==> src/verilog/fan_loop_pkg.sv <==
`default_nettype none
package fan_loop_pkg;
	// Register indices; byte address on APB is four times the index
	localparam logic [7:0] IDX_ADAPT_CTRL = 8'h0b;
	localparam logic [7:0] IDX_CYCLE_CTRL = 8'h0c;
	localparam logic [7:0] IDX_ACOUSTIC_A = 8'h1a;
	localparam logic [7:0] IDX_ACOUSTIC_B = 8'h1b;
	localparam logic [7:0] IDX_TARGET_Z1 = 8'h5a;
	localparam logic [7:0] IDX_TARGET_Z2 = 8'h5b;
	localparam logic [7:0] IDX_HYST = 8'h64;
	localparam logic [7:0] IDX_LOW_Z1 = 8'h70;
	localparam logic [7:0] IDX_HIGH_Z1 = 8'h71;
	localparam logic [7:0] IDX_LOW_Z2 = 8'h72;
	localparam logic [7:0] IDX_HIGH_Z2 = 8'h73;
	localparam logic [7:0] IDX_THRESH_Z1 = 8'h74;
	localparam logic [7:0] IDX_THRESH_Z2 = 8'h75;
	localparam logic [7:0] IDX_TEMP_Z1 = 8'h76;
	localparam logic [7:0] IDX_TEMP_Z2 = 8'h77;
	localparam logic [7:0] IDX_STATUS = 8'h78;

	// Field positions
	localparam int EN_Z1_BIT = 0;
	localparam int EN_Z2_BIT = 1;
	localparam int CAP_Z1_BIT = 2;
	localparam int CAP_Z2_BIT = 3;
	localparam int CYC_Z1_LSB = 0;
	localparam int CYC_Z2_LSB = 3;
	localparam int HYST_LSB = 4;
	localparam int AC_EN_LO_BIT = 0;
	localparam int AC_EN_HI_BIT = 1;

	// Reset values; temperatures are offset-64 codes, 0x00 is -64 C
	localparam logic [7:0] RST_ADAPT_CTRL = 8'h00;
	localparam logic [7:0] RST_CYCLE_CTRL = 8'h00;
	localparam logic [7:0] RST_ACOUSTIC = 8'h00;
	localparam logic [7:0] RST_TARGET = 8'ha4;
	localparam logic [7:0] RST_HYST = 8'h40;
	localparam logic [7:0] RST_LOW = 8'h5e;
	localparam logic [7:0] RST_HIGH = 8'hb9;
	localparam logic [7:0] RST_THRESH = 8'h5a;
	localparam logic [7:0] THRESH_FLOOR = 8'h00;

	// Loop figures
	localparam logic [11:0] SHORT_BASE = 12'h008;
	localparam logic [10:0] QUARTER_STILL = 11'h001;
	localparam logic [7:0] DUTY_STEP = 8'h10;

	typedef struct packed {
		logic enable;
		logic [2:0] cycle_code;
		logic [7:0] target;
		logic [3:0] hyst;
		logic [7:0] low;
		logic [7:0] high;
	} zone_cfg_s;
endpackage
`default_nettype wire

==> src/verilog/threshold_zone.sv <==
`timescale 1ns/100ps
`default_nettype none
module threshold_zone
	import fan_loop_pkg::*;
(
	input wire logic pclk,
	input wire logic presetn,
	input wire logic temp_valid,
	input wire logic [9:0] temp,
	input wire zone_cfg_s cfg,
	input wire logic sw_wr,
	input wire logic [7:0] sw_data,
	output logic [7:0] fan_on_threshold
);
	logic [11:0] cnt_reg;
	logic [9:0] prev_reg;
	logic [11:0] short_mask;
	logic [11:0] long_last;
	logic short_hit;
	logic long_hit;
	logic signed [11:0] temp_q;
	logic signed [11:0] thr_q;
	logic signed [11:0] tgt_q;
	logic signed [11:0] tgt_hyst_q;
	logic signed [11:0] rise_q;
	logic signed [11:0] acc;
	logic [7:0] thr_next;

	always_comb begin
		short_mask = (SHORT_BASE << cfg.cycle_code) - 12'h001;
		long_last = ((SHORT_BASE << cfg.cycle_code) << 1) - 12'h001;
		short_hit = (cnt_reg & short_mask) == short_mask;
		long_hit = cnt_reg == long_last;
	end

	// Counter wraps at the long period so short and long stay aligned
	always_ff @(posedge pclk or negedge presetn) begin
		if (!presetn) begin
			cnt_reg <= 12'h000;
		end else if (temp_valid) begin
			cnt_reg <= long_hit ? 12'h000 : cnt_reg + 12'h001;
		end
	end

	always_ff @(posedge pclk or negedge presetn) begin
		if (!presetn) begin
			prev_reg <= 10'h000;
		end else if (temp_valid) begin
			prev_reg <= temp;
		end
	end

	always_comb begin
		temp_q = {2'b00, temp};
		thr_q = {2'b00, fan_on_threshold, 2'b00};
		tgt_q = {2'b00, cfg.target, 2'b00};
		tgt_hyst_q = tgt_q - {6'h00, cfg.hyst, 2'b00};
		rise_q = temp_q - {2'b00, prev_reg};
		acc = {4'h0, fan_on_threshold};
		// Below the threshold the loop rests; disabled zones never move
		if (cfg.enable && temp_valid && temp_q >= thr_q) begin
			// Between low limit and target minus hysteresis nothing happens
			if (short_hit && temp_q > tgt_hyst_q && rise_q > $signed({1'b0, QUARTER_STILL})) begin
				acc = acc - (rise_q >>> 1);
			end
			if (long_hit) begin
				if (temp_q > tgt_q) begin
					acc = acc - 12'sd1;
				end else if (temp_q < {2'b00, cfg.low, 2'b00} && fan_on_threshold < cfg.high
						&& fan_on_threshold < cfg.target && temp_q > thr_q) begin
					acc = acc + 12'sd1;
				end
			end
			if (acc < 12'sd0) begin
				acc = {4'h0, THRESH_FLOOR};
			end
			if (acc > $signed({4'h0, cfg.high})) begin
				acc = {4'h0, cfg.high};
			end
		end
		thr_next = acc[7:0];
	end

	// Software write wins: it sets a fresh starting point for the loop
	always_ff @(posedge pclk or negedge presetn) begin
		if (!presetn) begin
			fan_on_threshold <= RST_THRESH;
		end else if (sw_wr) begin
			fan_on_threshold <= sw_data;
		end else begin
			fan_on_threshold <= thr_next;
		end
	end
endmodule
`default_nettype wire

==> src/verilog/duty_ramp.sv <==
`timescale 1ns/100ps
`default_nettype none
module duty_ramp
	import fan_loop_pkg::*;
(
	input wire logic pclk,
	input wire logic presetn,
	input wire logic update,
	input wire logic acoustic_en,
	input wire logic [7:0] computed_duty,
	output logic [7:0] duty
);
	always_ff @(posedge pclk or negedge presetn) begin
		if (!presetn) begin
			duty <= 8'h00;
		end else if (update) begin
			if (!acoustic_en) begin
				duty <= computed_duty;
			end else if (computed_duty > duty) begin
				duty <= (computed_duty - duty > DUTY_STEP) ? duty + DUTY_STEP : computed_duty;
			end else if (computed_duty < duty) begin
				duty <= (duty - computed_duty > DUTY_STEP) ? duty - DUTY_STEP : computed_duty;
			end
		end
	end
endmodule
`default_nettype wire

==> src/verilog/adaptive_fan_threshold_loop.sv <==
// Operation
// - Between low limit and target minus hysteresis, threshold is unchanged.
// - Above target minus hysteresis, short cycle lowers threshold by twice the rise.
// - A rise of at most a quarter degree since the previous reading makes no short-cycle cut.
// - Between target minus hysteresis and target, long cycle changes nothing.
// - Above target, each long cycle lowers threshold one degree, plus short cuts.
// - Raise only if temp below low, threshold below high and target, temp above it.
// - Adjusted threshold never exceeds the zone's high limit.
// - Adjusted threshold never goes below minus sixty-four degrees.
// - Temperature below threshold suspends adjustment for that zone.
// - Control bit 0 enables zone 1, bit 1 enables zone 2.
// - Disabled zone keeps its programmed threshold as plain automatic control.
// - Capture bit set and trip asserted copy temperature into target register.
// - Capture bit clear: trip ignored, target keeps programmed value.
// - Without acoustic mode, computed duty is applied at once.
// - Acoustic mode moves duty by a fixed step toward the computed value.
// - Falling computed duty lowers duty by one step each update, no delay.
// - Acoustic mode is enabled separately for each PWM output.
// - Short cycle every n monitoring cycles, long every 2n, n from 3-bit code.
// - Eight-bit target registers per zone and a 4-bit hysteresis field.
`timescale 1ns/100ps
`default_nettype none
module adaptive_fan_threshold_loop
	import fan_loop_pkg::*;
(
	input wire logic pclk,
	input wire logic presetn,
	input wire logic psel,
	input wire logic penable,
	input wire logic pwrite,
	input wire logic [11:0] paddr,
	input wire logic [31:0] pwdata,
	output logic [31:0] prdata,
	output logic pready,
	output logic pslverr,
	input wire logic temp_valid,
	input wire logic [9:0] zone1_temp,
	input wire logic [9:0] zone2_temp,
	input wire logic thermal_trip_pin_n,
	input wire logic duty_update,
	input wire logic [31:0] computed_duty,
	output logic [7:0] zone1_threshold,
	output logic [7:0] zone2_threshold,
	output logic [31:0] pwm_duty
);
	logic [7:0] adapt_ctrl_reg;
	logic [7:0] cycle_ctrl_reg;
	logic [7:0] acoustic_a_reg;
	logic [7:0] acoustic_b_reg;
	logic [7:0] target1_reg;
	logic [7:0] target2_reg;
	logic [7:0] hyst_reg;
	logic [7:0] low1_reg;
	logic [7:0] high1_reg;
	logic [7:0] low2_reg;
	logic [7:0] high2_reg;
	logic trip_prev_reg;
	logic [1:0] captured_reg;
	logic trip_edge;
	logic access;
	logic wr_en;
	logic [9:0] idx;
	logic mapped;
	logic [7:0] rd_data;
	zone_cfg_s cfg1;
	zone_cfg_s cfg2;
	logic [3:0] ac_en;
	logic [7:0] thr1;
	logic [7:0] thr2;
	logic [31:0] duty_w;

	// One wait state: answer comes on the second access-phase edge
	assign access = psel && penable && !pready;
	assign wr_en = access && pwrite;
	assign idx = paddr[11:2];
	assign trip_edge = trip_prev_reg && !thermal_trip_pin_n;

	always_comb begin
		mapped = 1'b1;
		rd_data = 8'h00;
		if (idx == {2'b00, IDX_ADAPT_CTRL}) begin
			rd_data = adapt_ctrl_reg;
		end else if (idx == {2'b00, IDX_CYCLE_CTRL}) begin
			rd_data = cycle_ctrl_reg;
		end else if (idx == {2'b00, IDX_ACOUSTIC_A}) begin
			rd_data = acoustic_a_reg;
		end else if (idx == {2'b00, IDX_ACOUSTIC_B}) begin
			rd_data = acoustic_b_reg;
		end else if (idx == {2'b00, IDX_TARGET_Z1}) begin
			rd_data = target1_reg;
		end else if (idx == {2'b00, IDX_TARGET_Z2}) begin
			rd_data = target2_reg;
		end else if (idx == {2'b00, IDX_HYST}) begin
			rd_data = hyst_reg;
		end else if (idx == {2'b00, IDX_LOW_Z1}) begin
			rd_data = low1_reg;
		end else if (idx == {2'b00, IDX_HIGH_Z1}) begin
			rd_data = high1_reg;
		end else if (idx == {2'b00, IDX_LOW_Z2}) begin
			rd_data = low2_reg;
		end else if (idx == {2'b00, IDX_HIGH_Z2}) begin
			rd_data = high2_reg;
		end else if (idx == {2'b00, IDX_THRESH_Z1}) begin
			rd_data = thr1;
		end else if (idx == {2'b00, IDX_THRESH_Z2}) begin
			rd_data = thr2;
		end else if (idx == {2'b00, IDX_TEMP_Z1}) begin
			rd_data = zone1_temp[9:2];
		end else if (idx == {2'b00, IDX_TEMP_Z2}) begin
			rd_data = zone2_temp[9:2];
		end else if (idx == {2'b00, IDX_STATUS}) begin
			rd_data = {6'h00, captured_reg};
		end else begin
			mapped = 1'b0;
		end
	end

	always_ff @(posedge pclk or negedge presetn) begin
		if (!presetn) begin
			pready <= 1'b0;
			pslverr <= 1'b0;
			prdata <= 32'h0000_0000;
		end else begin
			pready <= access;
			pslverr <= access && !mapped;
			if (access && !pwrite) begin
				prdata <= {24'h00_0000, rd_data};
			end
		end
	end

	function automatic logic hit(input logic [9:0] a, input logic [7:0] i);
		hit = a == {2'b00, i};
	endfunction

	always_ff @(posedge pclk or negedge presetn) begin
		if (!presetn) begin
			adapt_ctrl_reg <= RST_ADAPT_CTRL;
			cycle_ctrl_reg <= RST_CYCLE_CTRL;
			acoustic_a_reg <= RST_ACOUSTIC;
			acoustic_b_reg <= RST_ACOUSTIC;
			hyst_reg <= RST_HYST;
			low1_reg <= RST_LOW;
			high1_reg <= RST_HIGH;
			low2_reg <= RST_LOW;
			high2_reg <= RST_HIGH;
		end else if (wr_en) begin
			if (hit(idx, IDX_ADAPT_CTRL)) begin
				adapt_ctrl_reg <= pwdata[7:0];
			end
			if (hit(idx, IDX_CYCLE_CTRL)) begin
				cycle_ctrl_reg <= pwdata[7:0];
			end
			if (hit(idx, IDX_ACOUSTIC_A)) begin
				acoustic_a_reg <= pwdata[7:0];
			end
			if (hit(idx, IDX_ACOUSTIC_B)) begin
				acoustic_b_reg <= pwdata[7:0];
			end
			if (hit(idx, IDX_HYST)) begin
				hyst_reg <= pwdata[7:0];
			end
			if (hit(idx, IDX_LOW_Z1)) begin
				low1_reg <= pwdata[7:0];
			end
			if (hit(idx, IDX_HIGH_Z1)) begin
				high1_reg <= pwdata[7:0];
			end
			if (hit(idx, IDX_LOW_Z2)) begin
				low2_reg <= pwdata[7:0];
			end
			if (hit(idx, IDX_HIGH_Z2)) begin
				high2_reg <= pwdata[7:0];
			end
		end
	end

	// Trip is caught on its falling edge so a held trip copies once
	always_ff @(posedge pclk or negedge presetn) begin
		if (!presetn) begin
			trip_prev_reg <= 1'b1;
		end else begin
			trip_prev_reg <= thermal_trip_pin_n;
		end
	end

	// Capture beats a software write landing in the same cycle
	always_ff @(posedge pclk or negedge presetn) begin
		if (!presetn) begin
			target1_reg <= RST_TARGET;
			target2_reg <= RST_TARGET;
		end else begin
			if (trip_edge && adapt_ctrl_reg[CAP_Z1_BIT]) begin
				target1_reg <= zone1_temp[9:2];
			end else if (wr_en && hit(idx, IDX_TARGET_Z1)) begin
				target1_reg <= pwdata[7:0];
			end
			if (trip_edge && adapt_ctrl_reg[CAP_Z2_BIT]) begin
				target2_reg <= zone2_temp[9:2];
			end else if (wr_en && hit(idx, IDX_TARGET_Z2)) begin
				target2_reg <= pwdata[7:0];
			end
		end
	end

	// Sticky capture indication, cleared by writing ones; capture wins
	always_ff @(posedge pclk or negedge presetn) begin
		if (!presetn) begin
			captured_reg <= 2'b00;
		end else begin
			captured_reg <= (captured_reg & ~((wr_en && hit(idx, IDX_STATUS)) ? pwdata[1:0] : 2'b00))
				| {trip_edge && adapt_ctrl_reg[CAP_Z2_BIT], trip_edge && adapt_ctrl_reg[CAP_Z1_BIT]};
		end
	end

	always_comb begin
		cfg1.enable = adapt_ctrl_reg[EN_Z1_BIT];
		cfg1.cycle_code = cycle_ctrl_reg[CYC_Z1_LSB +: 3];
		cfg1.target = target1_reg;
		cfg1.hyst = hyst_reg[HYST_LSB +: 4];
		cfg1.low = low1_reg;
		cfg1.high = high1_reg;
		cfg2.enable = adapt_ctrl_reg[EN_Z2_BIT];
		cfg2.cycle_code = cycle_ctrl_reg[CYC_Z2_LSB +: 3];
		cfg2.target = target2_reg;
		cfg2.hyst = hyst_reg[HYST_LSB +: 4];
		cfg2.low = low2_reg;
		cfg2.high = high2_reg;
		ac_en = {acoustic_b_reg[AC_EN_HI_BIT], acoustic_b_reg[AC_EN_LO_BIT],
			acoustic_a_reg[AC_EN_HI_BIT], acoustic_a_reg[AC_EN_LO_BIT]};
	end

	threshold_zone u_zone1 (
		.pclk(pclk),
		.presetn(presetn),
		.temp_valid(temp_valid),
		.temp(zone1_temp),
		.cfg(cfg1),
		.sw_wr(wr_en && hit(idx, IDX_THRESH_Z1)),
		.sw_data(pwdata[7:0]),
		.fan_on_threshold(thr1)
	);

	threshold_zone u_zone2 (
		.pclk(pclk),
		.presetn(presetn),
		.temp_valid(temp_valid),
		.temp(zone2_temp),
		.cfg(cfg2),
		.sw_wr(wr_en && hit(idx, IDX_THRESH_Z2)),
		.sw_data(pwdata[7:0]),
		.fan_on_threshold(thr2)
	);

	assign zone1_threshold = thr1;
	assign zone2_threshold = thr2;

	// Each output ramps on its own, even when two share one zone
	genvar g;
	generate
		for (g = 0; g < 4; g++) begin : g_pwm
			duty_ramp u_ramp (
				.pclk(pclk),
				.presetn(presetn),
				.update(duty_update),
				.acoustic_en(ac_en[g]),
				.computed_duty(computed_duty[8*g +: 8]),
				.duty(duty_w[8*g +: 8])
			);
		end
	endgenerate

	assign pwm_duty = duty_w;
endmodule
`default_nettype wire

==> config.mk <==
export PLATFORM = sky130hd
export DESIGN_NAME = adaptive_fan_threshold_loop
export DESIGN_NICKNAME = d
export VERILOG_FILES = /design/src/verilog/fan_loop_pkg.sv /design/src/verilog/threshold_zone.sv /design/src/verilog/duty_ramp.sv /design/src/verilog/adaptive_fan_threshold_loop.sv
export SDC_FILE = /design/constraint.sdc
export NUM_CORES = 1
export LEC_CHECK = 0
export BUFFER_PORTS_ARGS = -buffer_cell sky130_fd_sc_hd__buf_4
export CORE_ASPECT_RATIO = 2
export CORE_UTILIZATION = 45
export DETAILED_ROUTE_END_ITERATION = 8
export SYNTH_ARGS = -nofsm -noshare
export SYNTH_HDL_FRONTEND = slang
export SYNTH_HIERARCHICAL = 1
export SYNTH_SLANG_ARGS = --single-unit
==> constraint.sdc <==
create_clock -name pclk -period 9.15 [get_ports pclk]
set_input_delay 0 -clock pclk [delete_from_list [all_inputs] [get_ports pclk]]
set_output_delay 0 -clock pclk [all_outputs]
set_load 0.01 [all_outputs]
Yosys cells after proc, flatten, opt, wreduce, memory -nomap -nowiden
Cells that the tools add are included.
- register bits after elaboration: 193
- bits of input ports: 104
- logic and storage cells: 254
- add/subtract/negate cells: 32
- magnitude comparators: 36
- equal/unequal tests: 24
- shift-type cells: 2
- mux-type cells: 81
- bitwise gates (word level): 5
- reduce and logical (&&, ||, !) cells: 48
- operators with widths (kind ; number):
    $mux 8 ; 45
    $mux 12 ; 18
    $eq 10x7->1 const B ; 12
    $gt 8x5->1 const B ; 8
    $lt 8x8->1 ; 8
    $sub 8x8->8 ; 8
    $eq 12x12->1 ; 4
    $sub 12x1->12 const B ; 4
    $gt 10x10->1 ; 4
    $add 8x5->8 const B ; 4
    $gt 8x8->1 ; 4
    $sub 8x5->8 const B ; 4
    $logic_and 1x1->1 ; 27
    $reduce_and 2->1 ; 13
    $add 12x1->12 const B ; 2
    $add 12x2->12 const B ; 2
    $and 12x12->12 ; 2
    $gt 11x12->1 ; 2
    $gt 12x9->1 ; 2
    $lt 12x1->1 const B ; 2
    $shl 4x3->12 const A ; 2
    $sub 12x2->12 const B ; 2
    $gt 11x2->1 const B ; 2
    $sub 10x10->11 ; 2
    other kinds (14) ; 45

Depth between registers and ports, before layout
Gate-level depths: netlist (run 1).
- depth after elaboration: 20
- gate-level depth with buffers: 40
- depth with buffers taken out: 36

Hierarchy
The synthesis (run 1) kept the hierarchy.
- modules (own cells, without submodules) (module ; times used ; cells an instance ; area an instance (µm²)):
    adaptive_fan_threshold_loop ; 1 ; 540 ; 5790.6
    duty_ramp ; 4 ; 161 ; 1301.2
    threshold_zone (u_zone2) ; 1 ; 659 ; 5076.1
    threshold_zone (u_zone1) ; 1 ; 632 ; 4842.1

Worst setup path after synthesis (run 1)
No wires, ideal clock.
- path type: register -> register
- start: reg hyst_reg[5]
- end: reg u_zone1.fan_on_threshold[0]
- arrival: 6.290 ns
- data required time: 9.024 ns
- path slack: 2.734 ns
- stages on the path, launching flop included: 38
- period minus slack after synthesis: 6.416 ns
- cells stage by stage: dfrtp_1 inv_1 ha_1 nor2b_1 o21ai_0 nand2b_1 a211o_1 xnor2_1 ha_1 nand4_1 o32ai_1 a31oi_1 o211ai_1 a21o_1 buf_6 clkbuf_1 nor2_1 a21oi_1 (+2 left out) xnor2_1 nand2_1 o21ai_0 and2_1 ha_1 nor2b_1 o21a_1 o21ai_0 nand2b_1 a21oi_1 o21ai_0 o31a_1 clkbuf_1 a21oi_1 and4_1 o211ai_4 mux2i_1 a221o_1
- word-level cells in the longest chain between the ends: 18
- elaborated cells between the ends (all ways): 19
- those cells by class: 3 x add/sub; 3 x order compare; 11 x mux; 2 x reduce/logical
- ends and longest elaborated chain (item ; line ; RTL):
    start, declared ; adaptive_fan_threshold_loop.sv:52 ; logic [7:0] hyst_reg;
    start signal, assigned ; adaptive_fan_threshold_loop.sv:161 ; hyst_reg <= pwdata[7:0];
    $sub 10x6->11 * ; threshold_zone.sv:57 ; tgt_hyst_q = tgt_q - {6'h00, cfg.hyst, 2'b00};
    $gt 11x12->1 * ; threshold_zone.sv:63 ; if (short_hit && temp_q > tgt_hyst_q && rise_q > $signed({1'b0, QUARTER_STILL})) begin
    $logic_and 1x1->1 * (2 in series) ; threshold_zone.sv:63 ;
    $mux 12 * ; threshold_zone.sv:63 ;
    $mux 12 * ; threshold_zone.sv:61 ; if (cfg.enable && temp_valid && temp_q >= thr_q) begin
    $add 12x2->12 ; threshold_zone.sv:71 ; acc = acc + 12'sd1;
    $mux 12 ; threshold_zone.sv:69 ; end else if (temp_q < {2'b00, cfg.low, 2'b00} && fan_on_threshold < cfg.high
    $mux 12 ; threshold_zone.sv:67 ; if (temp_q > tgt_q) begin
    $mux 12 * ; threshold_zone.sv:66 ; if (long_hit) begin
    $mux 12 * ; threshold_zone.sv:61 ;
    $lt 12x1->1 ; threshold_zone.sv:74 ; if (acc < 12'sd0) begin
    $mux 12 * ; threshold_zone.sv:74 ;
    $mux 12 * ; threshold_zone.sv:61 ;
    $gt 12x9->1 ; threshold_zone.sv:77 ; if (acc > $signed({4'h0, cfg.high})) begin
    $mux 8 * ; threshold_zone.sv:77 ;
    $mux 8 * ; threshold_zone.sv:61 ;
    $mux 8 * ; threshold_zone.sv:88 ; end else if (sw_wr) begin
    end signal, assigned ; threshold_zone.sv:89 ; fan_on_threshold <= sw_data;
    end signal, assigned ; threshold_zone.sv:91 ; fan_on_threshold <= thr_next;
    end, declared ; threshold_zone.sv:13 ; output logic [7:0] fan_on_threshold
Every way passes the cells marked *; elsewhere a longest branch is shown, timed or not. The select of a mux whose other input is x is not followed.
A chain may end at the register's enable or synchronous reset.

Worst setup path after layout (run 1)
- start: reg hyst_reg[5]
- end: reg u_zone1.fan_on_threshold[2]
The elaborated chain is that of the path after synthesis.

==> results of run 1 <==
-- report_power, final --
group / switching, W / internal (W)
clock: 0.000412 / 0.000396
sequential: 0.0000812 / 0.000911
combinational: 0.000789 / 0.000528
-- stage by stage --
| step | worst slack (ns) | std cells | total power [W] |
|---|---|---|---|
| finish | 1.70 | 3182 | 0.00312 |
| global route | 1.19 | 3182 | 0.00330 |
| CTS | 1.79 | 3182 | 0.00312 |
| detailed placement | 1.82 | 3074 | 0.00228 |
| global placement | 2.05 | 3074 | 0.00224 |
| floorplan | 2.73 | 2498 | 0.00192 |
-- worst paths after layout --
| check | startpoint | to | slack (ns) |
|---|---|---|---|
| worst max-delay path | hyst_reg[5]$_DFFE_PN0P_ | u_zone1/fan_on_threshold[2]$_DFFE_PN0P_ | 1.70 |
| worst min-delay path | temp_valid | u_zone1/prev_reg[9]$_DFFE_PN0P_ | 0.05 |
| worst max register to register | hyst_reg[5]$_DFFE_PN0P_ | u_zone1/fan_on_threshold[2]$_DFFE_PN0P_ | 1.70 |
| worst min register to register | captured_reg[0]$_DFF_PN0_ | captured_reg[0]$_DFF_PN0_ | 0.47 |
| max in group asynchronous | presetn | hyst_reg[1]$_DFFE_PN0P_ | 7.67 |
| min in group asynchronous | presetn | g_pwm[1].u_ramp/duty[5]$_DFFE_PN0P_ | 0.06 |
-- logic make-up after synthesis --
family,synth area share
compound gates,0.218
xor+xnor,0.0318
fa+ha+maj,0.144
buf+inv,0.0744
flops,0.233
mux,0.0837
other cells,0.000179
simple gates,0.215
-- final cells by class --
class                           instances  area, sq um  area share
Clock buffer                           17          425      0.0181
Clock inverter                         15          183     0.00779
Inverter                              219          822      0.0351
Multi-Input combinational cell       1952        14600       0.622
Sequential cell                       193         4870       0.208
Tap cell                              565          707      0.0301
Timing Repair Buffer                  221         1860      0.0791
-- placed cells by master, fill, tap and decap left out, drive strengths merged, types with 38 or more instances in the layout --
| cell type | netlist | layout |
|---|---|---|
| buf | 88 | 144 |
| ha | 224 | 224 |
| nand3 | 94 | 94 |
| inv | 217 | 226 |
| dlygate4sd3 | 0 | 76 |
| o21ai | 138 | 138 |
| dfrtp | 157 | 157 |
| mux2 | 82 | 82 |
| a21oi | 154 | 154 |
| mux2i | 65 | 65 |
| xnor2 | 47 | 47 |
| nor3 | 55 | 55 |
| nand2 | 187 | 187 |
| nor2b | 38 | 38 |
| nor2 | 147 | 147 |
| nand4 | 40 | 40 |
-- routing by layer --
layer	GRT usage	share of wire	vias to the layer above
met5	0	0	-
met4	0.271	0.094	0
met3	0.0414	0.042	277
met2	0.593	0.54	676
met1	0.278	0.33	9488
li1	-	-	9283
-- worst min-delay path, delay by kind of cell --
| family | cells | cell delay, ns |
|---|---|---|
| AOI/OAI and AO/OA | 1 | 0.07 |
| buffers and inverters | 1 | 0.29 |
| and+or+nand+nor | 1 | 0.11 |
==> results.md, run 1 <==
- Rel. slew slack: 0.230
- Synth area leaders: dfrtp_1, ha_1, dfstp_2
- Synth top cells by count: ha_1, inv_1, nand2_1
- Hold-fix buffers, CTS: 76
- First-pass GRT wire length: 112000 um
- Post-synth top area share: 0.188
- Prevailing post-synth register cell: dfrtp_1
- Synth cell types: 121
- Wirelength, routed: 72700 um
- Mapped Avg Cell Area: 8.45 sq um
- Number of vias per cell: 6.20
- Final #Nets: 2942
- CP max FO: 18
- Max reg flops: 32
- DR pass1 iterations: 5
- CTS clk-pin slew, worst paths: 0.09 ns
- Starting density of the core: 0.456
- Area of placed instances: 22100 sq um
- Die Ht: 307 um
- Critical path's largest stage delay: 0.65 ns
- # IOs: about 190
- Pwr/cell area: 133 nW/um^2
- Resize count post-CTS: 0
- H-tree depth: 4
- GRT Total Usage: 0.309
- Fillers: 4440
- Slowest CP cell: o211ai_1
- Crit path kind: reg -> reg
- Root buf cell: clkbuf_16
- Vias: 19700
- Largest net degree at the start of global routing: 80
- Clk Latency, worst-skew pair: between 0.4 and 0.5 ns
- Gr ovfl total: 0
- Hold Crit Depth: 3
- Leak Pwr: 10.4 nW
- Worst-Margin Slew: 1.13 ns
- Placeable Area: 45800 sq um
- Final setup vio count: 0
- Vias in the first global route: 20400
- Startpoint types: flip-flop
- Async set or reset register ratio after synthesis: 1.00
- Final Cell Area: 23500 sq um
- WP buf/inv: 3
- Delay-heaviest family, CP: compound AO/OA/AOI/OAI gates
- YS warnings: 6
- Slew Limit Fails: 0
- Routability cong.: between 0.9 and 1
- Syn Inst Count: 2475
- EDFF count, synth: 0
- Port-buffer cells: 135
- Total negative setup slack: 0 ns
- DRC violation count after routing: 0
- Initial antenna violation count: 0
- CP endpoint kind: flip-flop
- Most frequent cell after synthesis: ha_1
- RSZ-0062 raised after global routing: false
- Initial DRC Count: about 1200
- Status: completed
- Area Overhead vs Synth: 12.1%
- Clock sink total: 193
- Worst hold-check path type: in -> reg
- Placement row count: 111
- Max Cap Violations: 0
- CTS Buf Count: 17
- DRT antenna net count: 0
- VDD IR max: around 0.097 mV
- Core Util, Final: 0.512
- Reg2Reg Depth: 35
- Register area share after synthesis: 0.233
- Layout Skew: 0.0135 ns
- Layout cells sized above 1: 0.128
- Synth Register Bits: 193
- DIE AREA: 47400 sq um
- Die X: 154 um
- CTS tree: done
- CP Data Required Time: 9.51 ns
- Wire per inst: 22.8 um
- Synth area leader: dfrtp_1
- Postcts setup bufs: 0
- ANT cells: 0
- Final Hold Vio Count: 0
- Crit path depth: 35
- FMAX: 134 MHz
- Post-Syn Area: approximately 21000 sq um
- Worst Hold Margin: 0.0535 ns
- Min Tclk post-route: between 7 and 8 ns
- Max clock buf depth: 2
- Final worst-path cycle share: 0.814
- Worst Path Arrival: 7.80 ns
- Post-DP HPWL: 56900 um
Note: power is estimated with default switching activity, not from simulation.
==> run 2, diff against run 1 <==
==> constraint.sdc (replaced) <==
create_clock -name pclk -period 7.3 [get_ports pclk]
set_input_delay 0 -clock pclk [delete_from_list [all_inputs] [get_ports pclk]]
set_output_delay 0 -clock pclk [all_outputs]
set_load 0.01 [all_outputs]
==> results.md, run 2 (synthesized netlist as in run 1, its figures left out) <==
- Status: completed
- Routability cong.: 1.04
- CTS clk-pin slew, worst paths: 0.09 ns
- RSZ-0062 raised after global routing: false
- Fillers: 4463
- WHS Endpoint: u_zone1/prev_reg[5]$_DFFE_PN0P_
- Placement row count: 111
- Slowest CP cell: dfrtp_1
- Post-DP HPWL: 57800 um
- Crit path kind: reg -> reg
- Wirelength, routed: 74400 um
- Placeable Area: 45800 sq um
- H-tree depth: 4
- Reg-to-Reg End: u_zone1/fan_on_threshold[2]$_DFFE_PN0P_
- Reg-to-reg slack, setup: between 0.4 and 0.5 ns
- Wire per inst: 23.3 um
- Layout Skew: 0.0156 ns
- Vias in the first global route: 20700
- Final WS setup: around 0.4 ns
- Clk Latency, worst-skew pair: 0.48 ns
- Register Area: 4870 sq um
- Worst hold-check path type: in -> reg
- Psw: 0.00162 W
- Min Tclk post-route: about 7 ns
- Clock power share: 0.258
- Pwr/cell area: 167 nW/um^2
- Die Ht: 307 um
- CTS tree: done
- Leak Pwr: ~10 nW
- Vias: ~20000
- Initial DRC Count: 1169
- Area Overhead vs Synth: 12.6%
- Die X: around 150 um
- Delay-heaviest family, CP: compound AO/OA/AOI/OAI gates
- CP max FO: 14
- Final setup vio count: 0
- Net Sw Frac: 0.412
- CP endpoint kind: flip-flop
- Port-buffer cells: 135
- Gr ovfl total: 0
- Number of vias per cell: 6.23
- Final Cell Area: roughly 24000 sq um
- # IOs: 186
- Worst Path Arrival: approximately 7.3 ns
- Final worst-path cycle share: 0.945
- FMAX: 145 MHz
- Max reg flops: 32
- WP buf/inv: 2
- Initial antenna violation count: 0
- Startpoint types: flip-flop
- Total negative setup slack: 0 ns
- Area of the multi-input gates: 14600 sq um
- Reg2Reg Depth: 34
- Starting density of the core: 0.456
- Rel. slew slack: 0.224
- CTS Buf Count: 17
- DRC violation count after routing: 0
- First-pass GRT wire length: 114000 um
- HP Start: temp_valid
- Final Hold Vio Count: 0
- Worst-Margin Slew: about 1.1 ns
- Root buf cell: clkbuf_16
- Power share of the sequential group: 0.317
- Layout cells sized above 1: 0.133
- VDD IR max: 0.128 mV
- ANT cells: 0
- R2r startpoint: hyst_reg[5]$_DFFE_PN0P_
- Commonest non-fill, non-tap cells in the layout: ha_1, inv_1, nand2_1
- Internal power: 0.00230 W
- Area of placed instances: 22200 sq um
- Commonest non-fill, non-tap cell in the layout: ha_1
- Hold Crit Depth: 3
- GRT Total Usage: 0.316
- CP Data Required Time: roughly 7.7 ns
- Slew Limit Fails: 0
- Max clock buf depth: 2
- Critical path's largest stage delay: 0.51 ns
- Gate power share: 0.425
- Final #Nets: 2954
- DRT antenna net count: 0
- Worst slack, placed: 0.410 ns
- Clock sink total: 193
- Largest net degree at the start of global routing: 79
- DR pass1 iterations: 7
- Max Cap Violations: 0
- DIE AREA: 47400 sq um
[run 2: changes by cell type in the layout (fill, tap and decap cells not counted), moves of 2 or more]
cell | previous run | this run
buf_4 | 144 | 155
inv_6 | 2 | 5
inv_8 | 6 | 1
nor4_2 | 2 | 4
[run 2: power by group through the flow]
stage | Sequential, W | Clock [W] | Combinational (W)
after floorplan | 0.00123 | 0 | 0.00118
final | 0.00124 | 0.00101 | 0.00166
after CTS | 0.00124 | 0.00104 | 0.00164
after global routing | 0.00125 | 0.00107 | 0.00182
after global placement | 0.00126 | 0 | 0.00157
after detailed placement | 0.00126 | 0 | 0.00160
[run 2: worst max-delay path by stage]
stage | startpoint | endpoint | cells past startpoint
final | hyst_reg[5]$_DFFE_PN0P_ | u_zone1/fan_on_threshold[2]$_DFFE_PN0P_ | 34
after global routing | target2_reg[0]$_DFFE_PN0P_ | u_zone2/fan_on_threshold[1]$_DFFE_PN1P_ | 32
after CTS | u_zone1/prev_reg[0]$_DFFE_PN0P_ | u_zone1/fan_on_threshold[2]$_DFFE_PN0P_ | 29
after detailed placement | u_zone1/prev_reg[0]$_DFFE_PN0P_ | u_zone1/fan_on_threshold[2]$_DFFE_PN0P_ | 29
after global placement | hyst_reg[5]$_DFFE_PN0P_ | u_zone1/fan_on_threshold[0]$_DFFE_PN0P_ | 34
after floorplan | hyst_reg[5]$_DFFE_PN0P_ | u_zone1/fan_on_threshold[0]$_DFFE_PN0P_ | 37
[run 2: layer usage]
metal	global-route usage	routed length [um]	vias to the layer above
met1	0.286	24900	9634
met3	0.0452	3100	282
met2	0.608	39700	691
li1	-	-	9302
met4	0.267	6740	0
met5	0	0	-
[run 2: worst reg2reg max path: cells and delay by family (launching register included)]
kind | cells | cell delay, ns
AO/OA/AOI/OAI | 16 | 3.30
XOR/XNOR | 2 | 0.25
adder cells (fa/ha/maj) | 4 | 1.19
buffers and inverters | 2 | 0.18
flip-flops | 1 | 0.51
multiplexers | 1 | 0.14
AND/OR/NAND/NOR | 9 | 1.22
[run 2: what timing repair did]
action,in CTS,in global routing
setup buffers,0,0
hold buffers,77,0
endpoints found under the hold margin,220,0
setup endpoints to repair,0,10
gates resized for setup,0,4
[run 2: layout make-up]
type,instances,area share
well taps,565,0.0300
inverters,219,0.0349
clock inverters,14,0.00760
clock buffers,18,0.0182
repair buffers,233,0.0827
multi-input cells,1952,0.620
flip-flops and latches,193,0.207
[run 2: metrics by stage]
step	utilization	std cells	hold WS, ns	power (W)
after CTS	0.514	3194	0.0308	0.00392
after floorplan	-	2498	-0.296	0.00241
after detailed placement	0.483	3085	0.111	0.00287
after global placement	0.483	3085	0.112	0.00283
final	0.514	3194	0.0536	0.00392
after global routing	0.514	3194	0.0632	0.00415
==> run 3, diff against run 2 <==
--- a/config.mk
+++ b/config.mk
@@ -7,7 +7,9 @@
 export LEC_CHECK = 0
 export BUFFER_PORTS_ARGS = -buffer_cell sky130_fd_sc_hd__buf_4
 export CORE_ASPECT_RATIO = 2
+export CORE_MARGIN = 2
 export CORE_UTILIZATION = 45
+export CTS_BUF_LIST = sky130_fd_sc_hd__clkbuf_4
 export DETAILED_ROUTE_END_ITERATION = 8
 export SYNTH_ARGS = -nofsm -noshare
 export SYNTH_HDL_FRONTEND = slang
==> results.md, run 3 (synthesized netlist as in run 1, its figures left out) <==
- Status: completed
- Initial antenna violation count: 1
- Slew Limit Fails: 0
- Layout Skew: roughly 0.040 ns
- Initial DRC Count: roughly 1200
- Worst-Margin Slew: 1.00 ns
- Worst Hold Margin: 0.0323 ns
- Clk Latency, worst-skew pair: about 0.70 ns
- Worst slack, placed: 0.416 ns
- Post-DP HPWL: 57300 um
- Vias in the first global route: 20600
- Clock sink total: 193
- Starting density of the core: 0.456
- Slowest CP cell: dfrtp_2
- FMAX: 147 MHz
- CP Data Required Time: 7.92 ns
- Commonest non-fill, non-tap cells in the layout: ha_1, inv_1, nand2_1
- Max reg flops: 32
- RSZ-0062 raised after global routing: false
- VDD IR max: 0.0962 mV
- Fin cells: 3257
- Area Overhead vs Synth: 14.2%
- Max Cap Violations: 0
- Final Hold Vio Count: 0
- Startpoint types: flip-flop
- Largest net degree at the start of global routing: 80
- Worst hold-check path type: in -> reg
- Final setup vio count: 0
- Placement row count: between 100 and 150
- CP max FO: 15
- Port-buffer cells: 135
- DRT antenna net count: 0
- DIE AREA: 48300 sq um
- DR pass1 iterations: 7
- Max clock buf depth: 2
- CTS Buf Count: 17
- DRC violation count after routing: 0
- Rel. slew slack: 0.313
- Root buf cell: clkbuf_4
- Placeable Area: around 46000 sq um
- Layout cells sized above 1: 0.132
- Worst Path Arrival: 7.41 ns
- Pwr/cell area: 152 nW/um^2
- Leak Pwr: 10.6 nW
- Hold Crit Depth: 4
- Reg2Reg Depth: 32
- CP endpoint kind: flip-flop
- Final WS setup: 0.516 ns
- Min Tclk post-route: 6.78 ns
- Placed Cells: between 3000 and 4000
- Commonest non-fill, non-tap cell in the layout: ha_1
- GRT Total Usage: 0.306
- Die Ht: 309 um
- WP buf/inv: 3
- CTS tree: done
- Core Util, Final: 0.521
- H-tree depth: 4
- Critical path's largest stage delay: roughly 0.50 ns
- CTS clk-pin slew, worst paths: 0.20 ns
- Die X: about 160 um
- Routability cong.: 1.01
- Number of vias per cell: 6.20
- First-pass GRT wire length: 113000 um
- Crit path kind: reg -> reg
- Crit path depth: 32
- Vias: between 20000 and 25000
- Final worst-path cycle share: 0.929
- Gr ovfl total: 0
- Final #Nets: 3015
- # IOs: 186
- Delay-heaviest family, CP: compound AO/OA/AOI/OAI gates
- Wire per inst: 22.8 um
- Wirelength, routed: 74100 um
- Total negative setup slack: 0 ns
## run 3: final timing paths
kind                                            start                                      end  slack [ns]
setup / recovery           target2_reg[0]$_DFFE_PN0P_  u_zone2/fan_on_threshold[3]$_DFFE_PN1P_        0.52
hold / removal                            duty_update      g_pwm[3].u_ramp/duty[3]$_DFFE_PN0P_        0.03
setup reg to reg           target2_reg[0]$_DFFE_PN0P_  u_zone2/fan_on_threshold[3]$_DFFE_PN1P_        0.52
hold reg to reg             captured_reg[0]$_DFF_PN0_                captured_reg[0]$_DFF_PN0_        0.49
max in group asynchronous                     presetn               target2_reg[0]$_DFFE_PN0P_        5.85
min in group asynchronous                     presetn      g_pwm[2].u_ramp/duty[7]$_DFFE_PN0P_        0.38
## run 3: cell type report
cell class / instances / area, sq um
multi-input combinational: 1953 / 14600
antenna: 2 / 5.00
clock inverter: 14 / 178
tap: 565 / 707
inverter: 219 / 822
timing repair buffer: 293 / 2550
sequential: 193 / 4880
fill: 4328 / 21900
clock buffer: 18 / 135
## run 3: repair_timing
item / in CTS / in global routing
buffers inserted: 0 / 3
hold endpoints to repair: 339 / 0
hold buffers: 131 / 0
gates resized for setup: 0 / 5
endpoints found under the setup margin: 0 / 14
## run 3: power breakdown
group	total, W	internal, W	switching (W)
logic	0.00173	0.000712	0.00101
clock network	0.000668	0.000220	0.000449
registers	0.00125	0.00114	0.000104
## run 3: metrics by stage
stage	instance area [sq um]	power [W]
floorplan	21000	0.00241
global placement	22200	0.00283
detailed placement	22200	0.00287
CTS	23800	0.00362
global route	23900	0.00388
finish	23900	0.00364
## run 3: per-layer routing
metal  wire length, um  global-route usage
met1             24600               0.283
met2             39300               0.580
met3              3160              0.0395
met4              7030               0.261
met5                 0                   0
## run 3: worst register-to-register path: cells and delay by family, from the launching register on
| kind | cells | cell delay (ns) |
|---|---|---|
| compound gates | 13 | 2.50 |
| xor+xnor | 1 | 0.16 |
| fa+ha+maj | 5 | 1.45 |
| buf+inv | 3 | 0.26 |
| flops | 1 | 0.50 |
| simple gates | 10 | 1.85 |
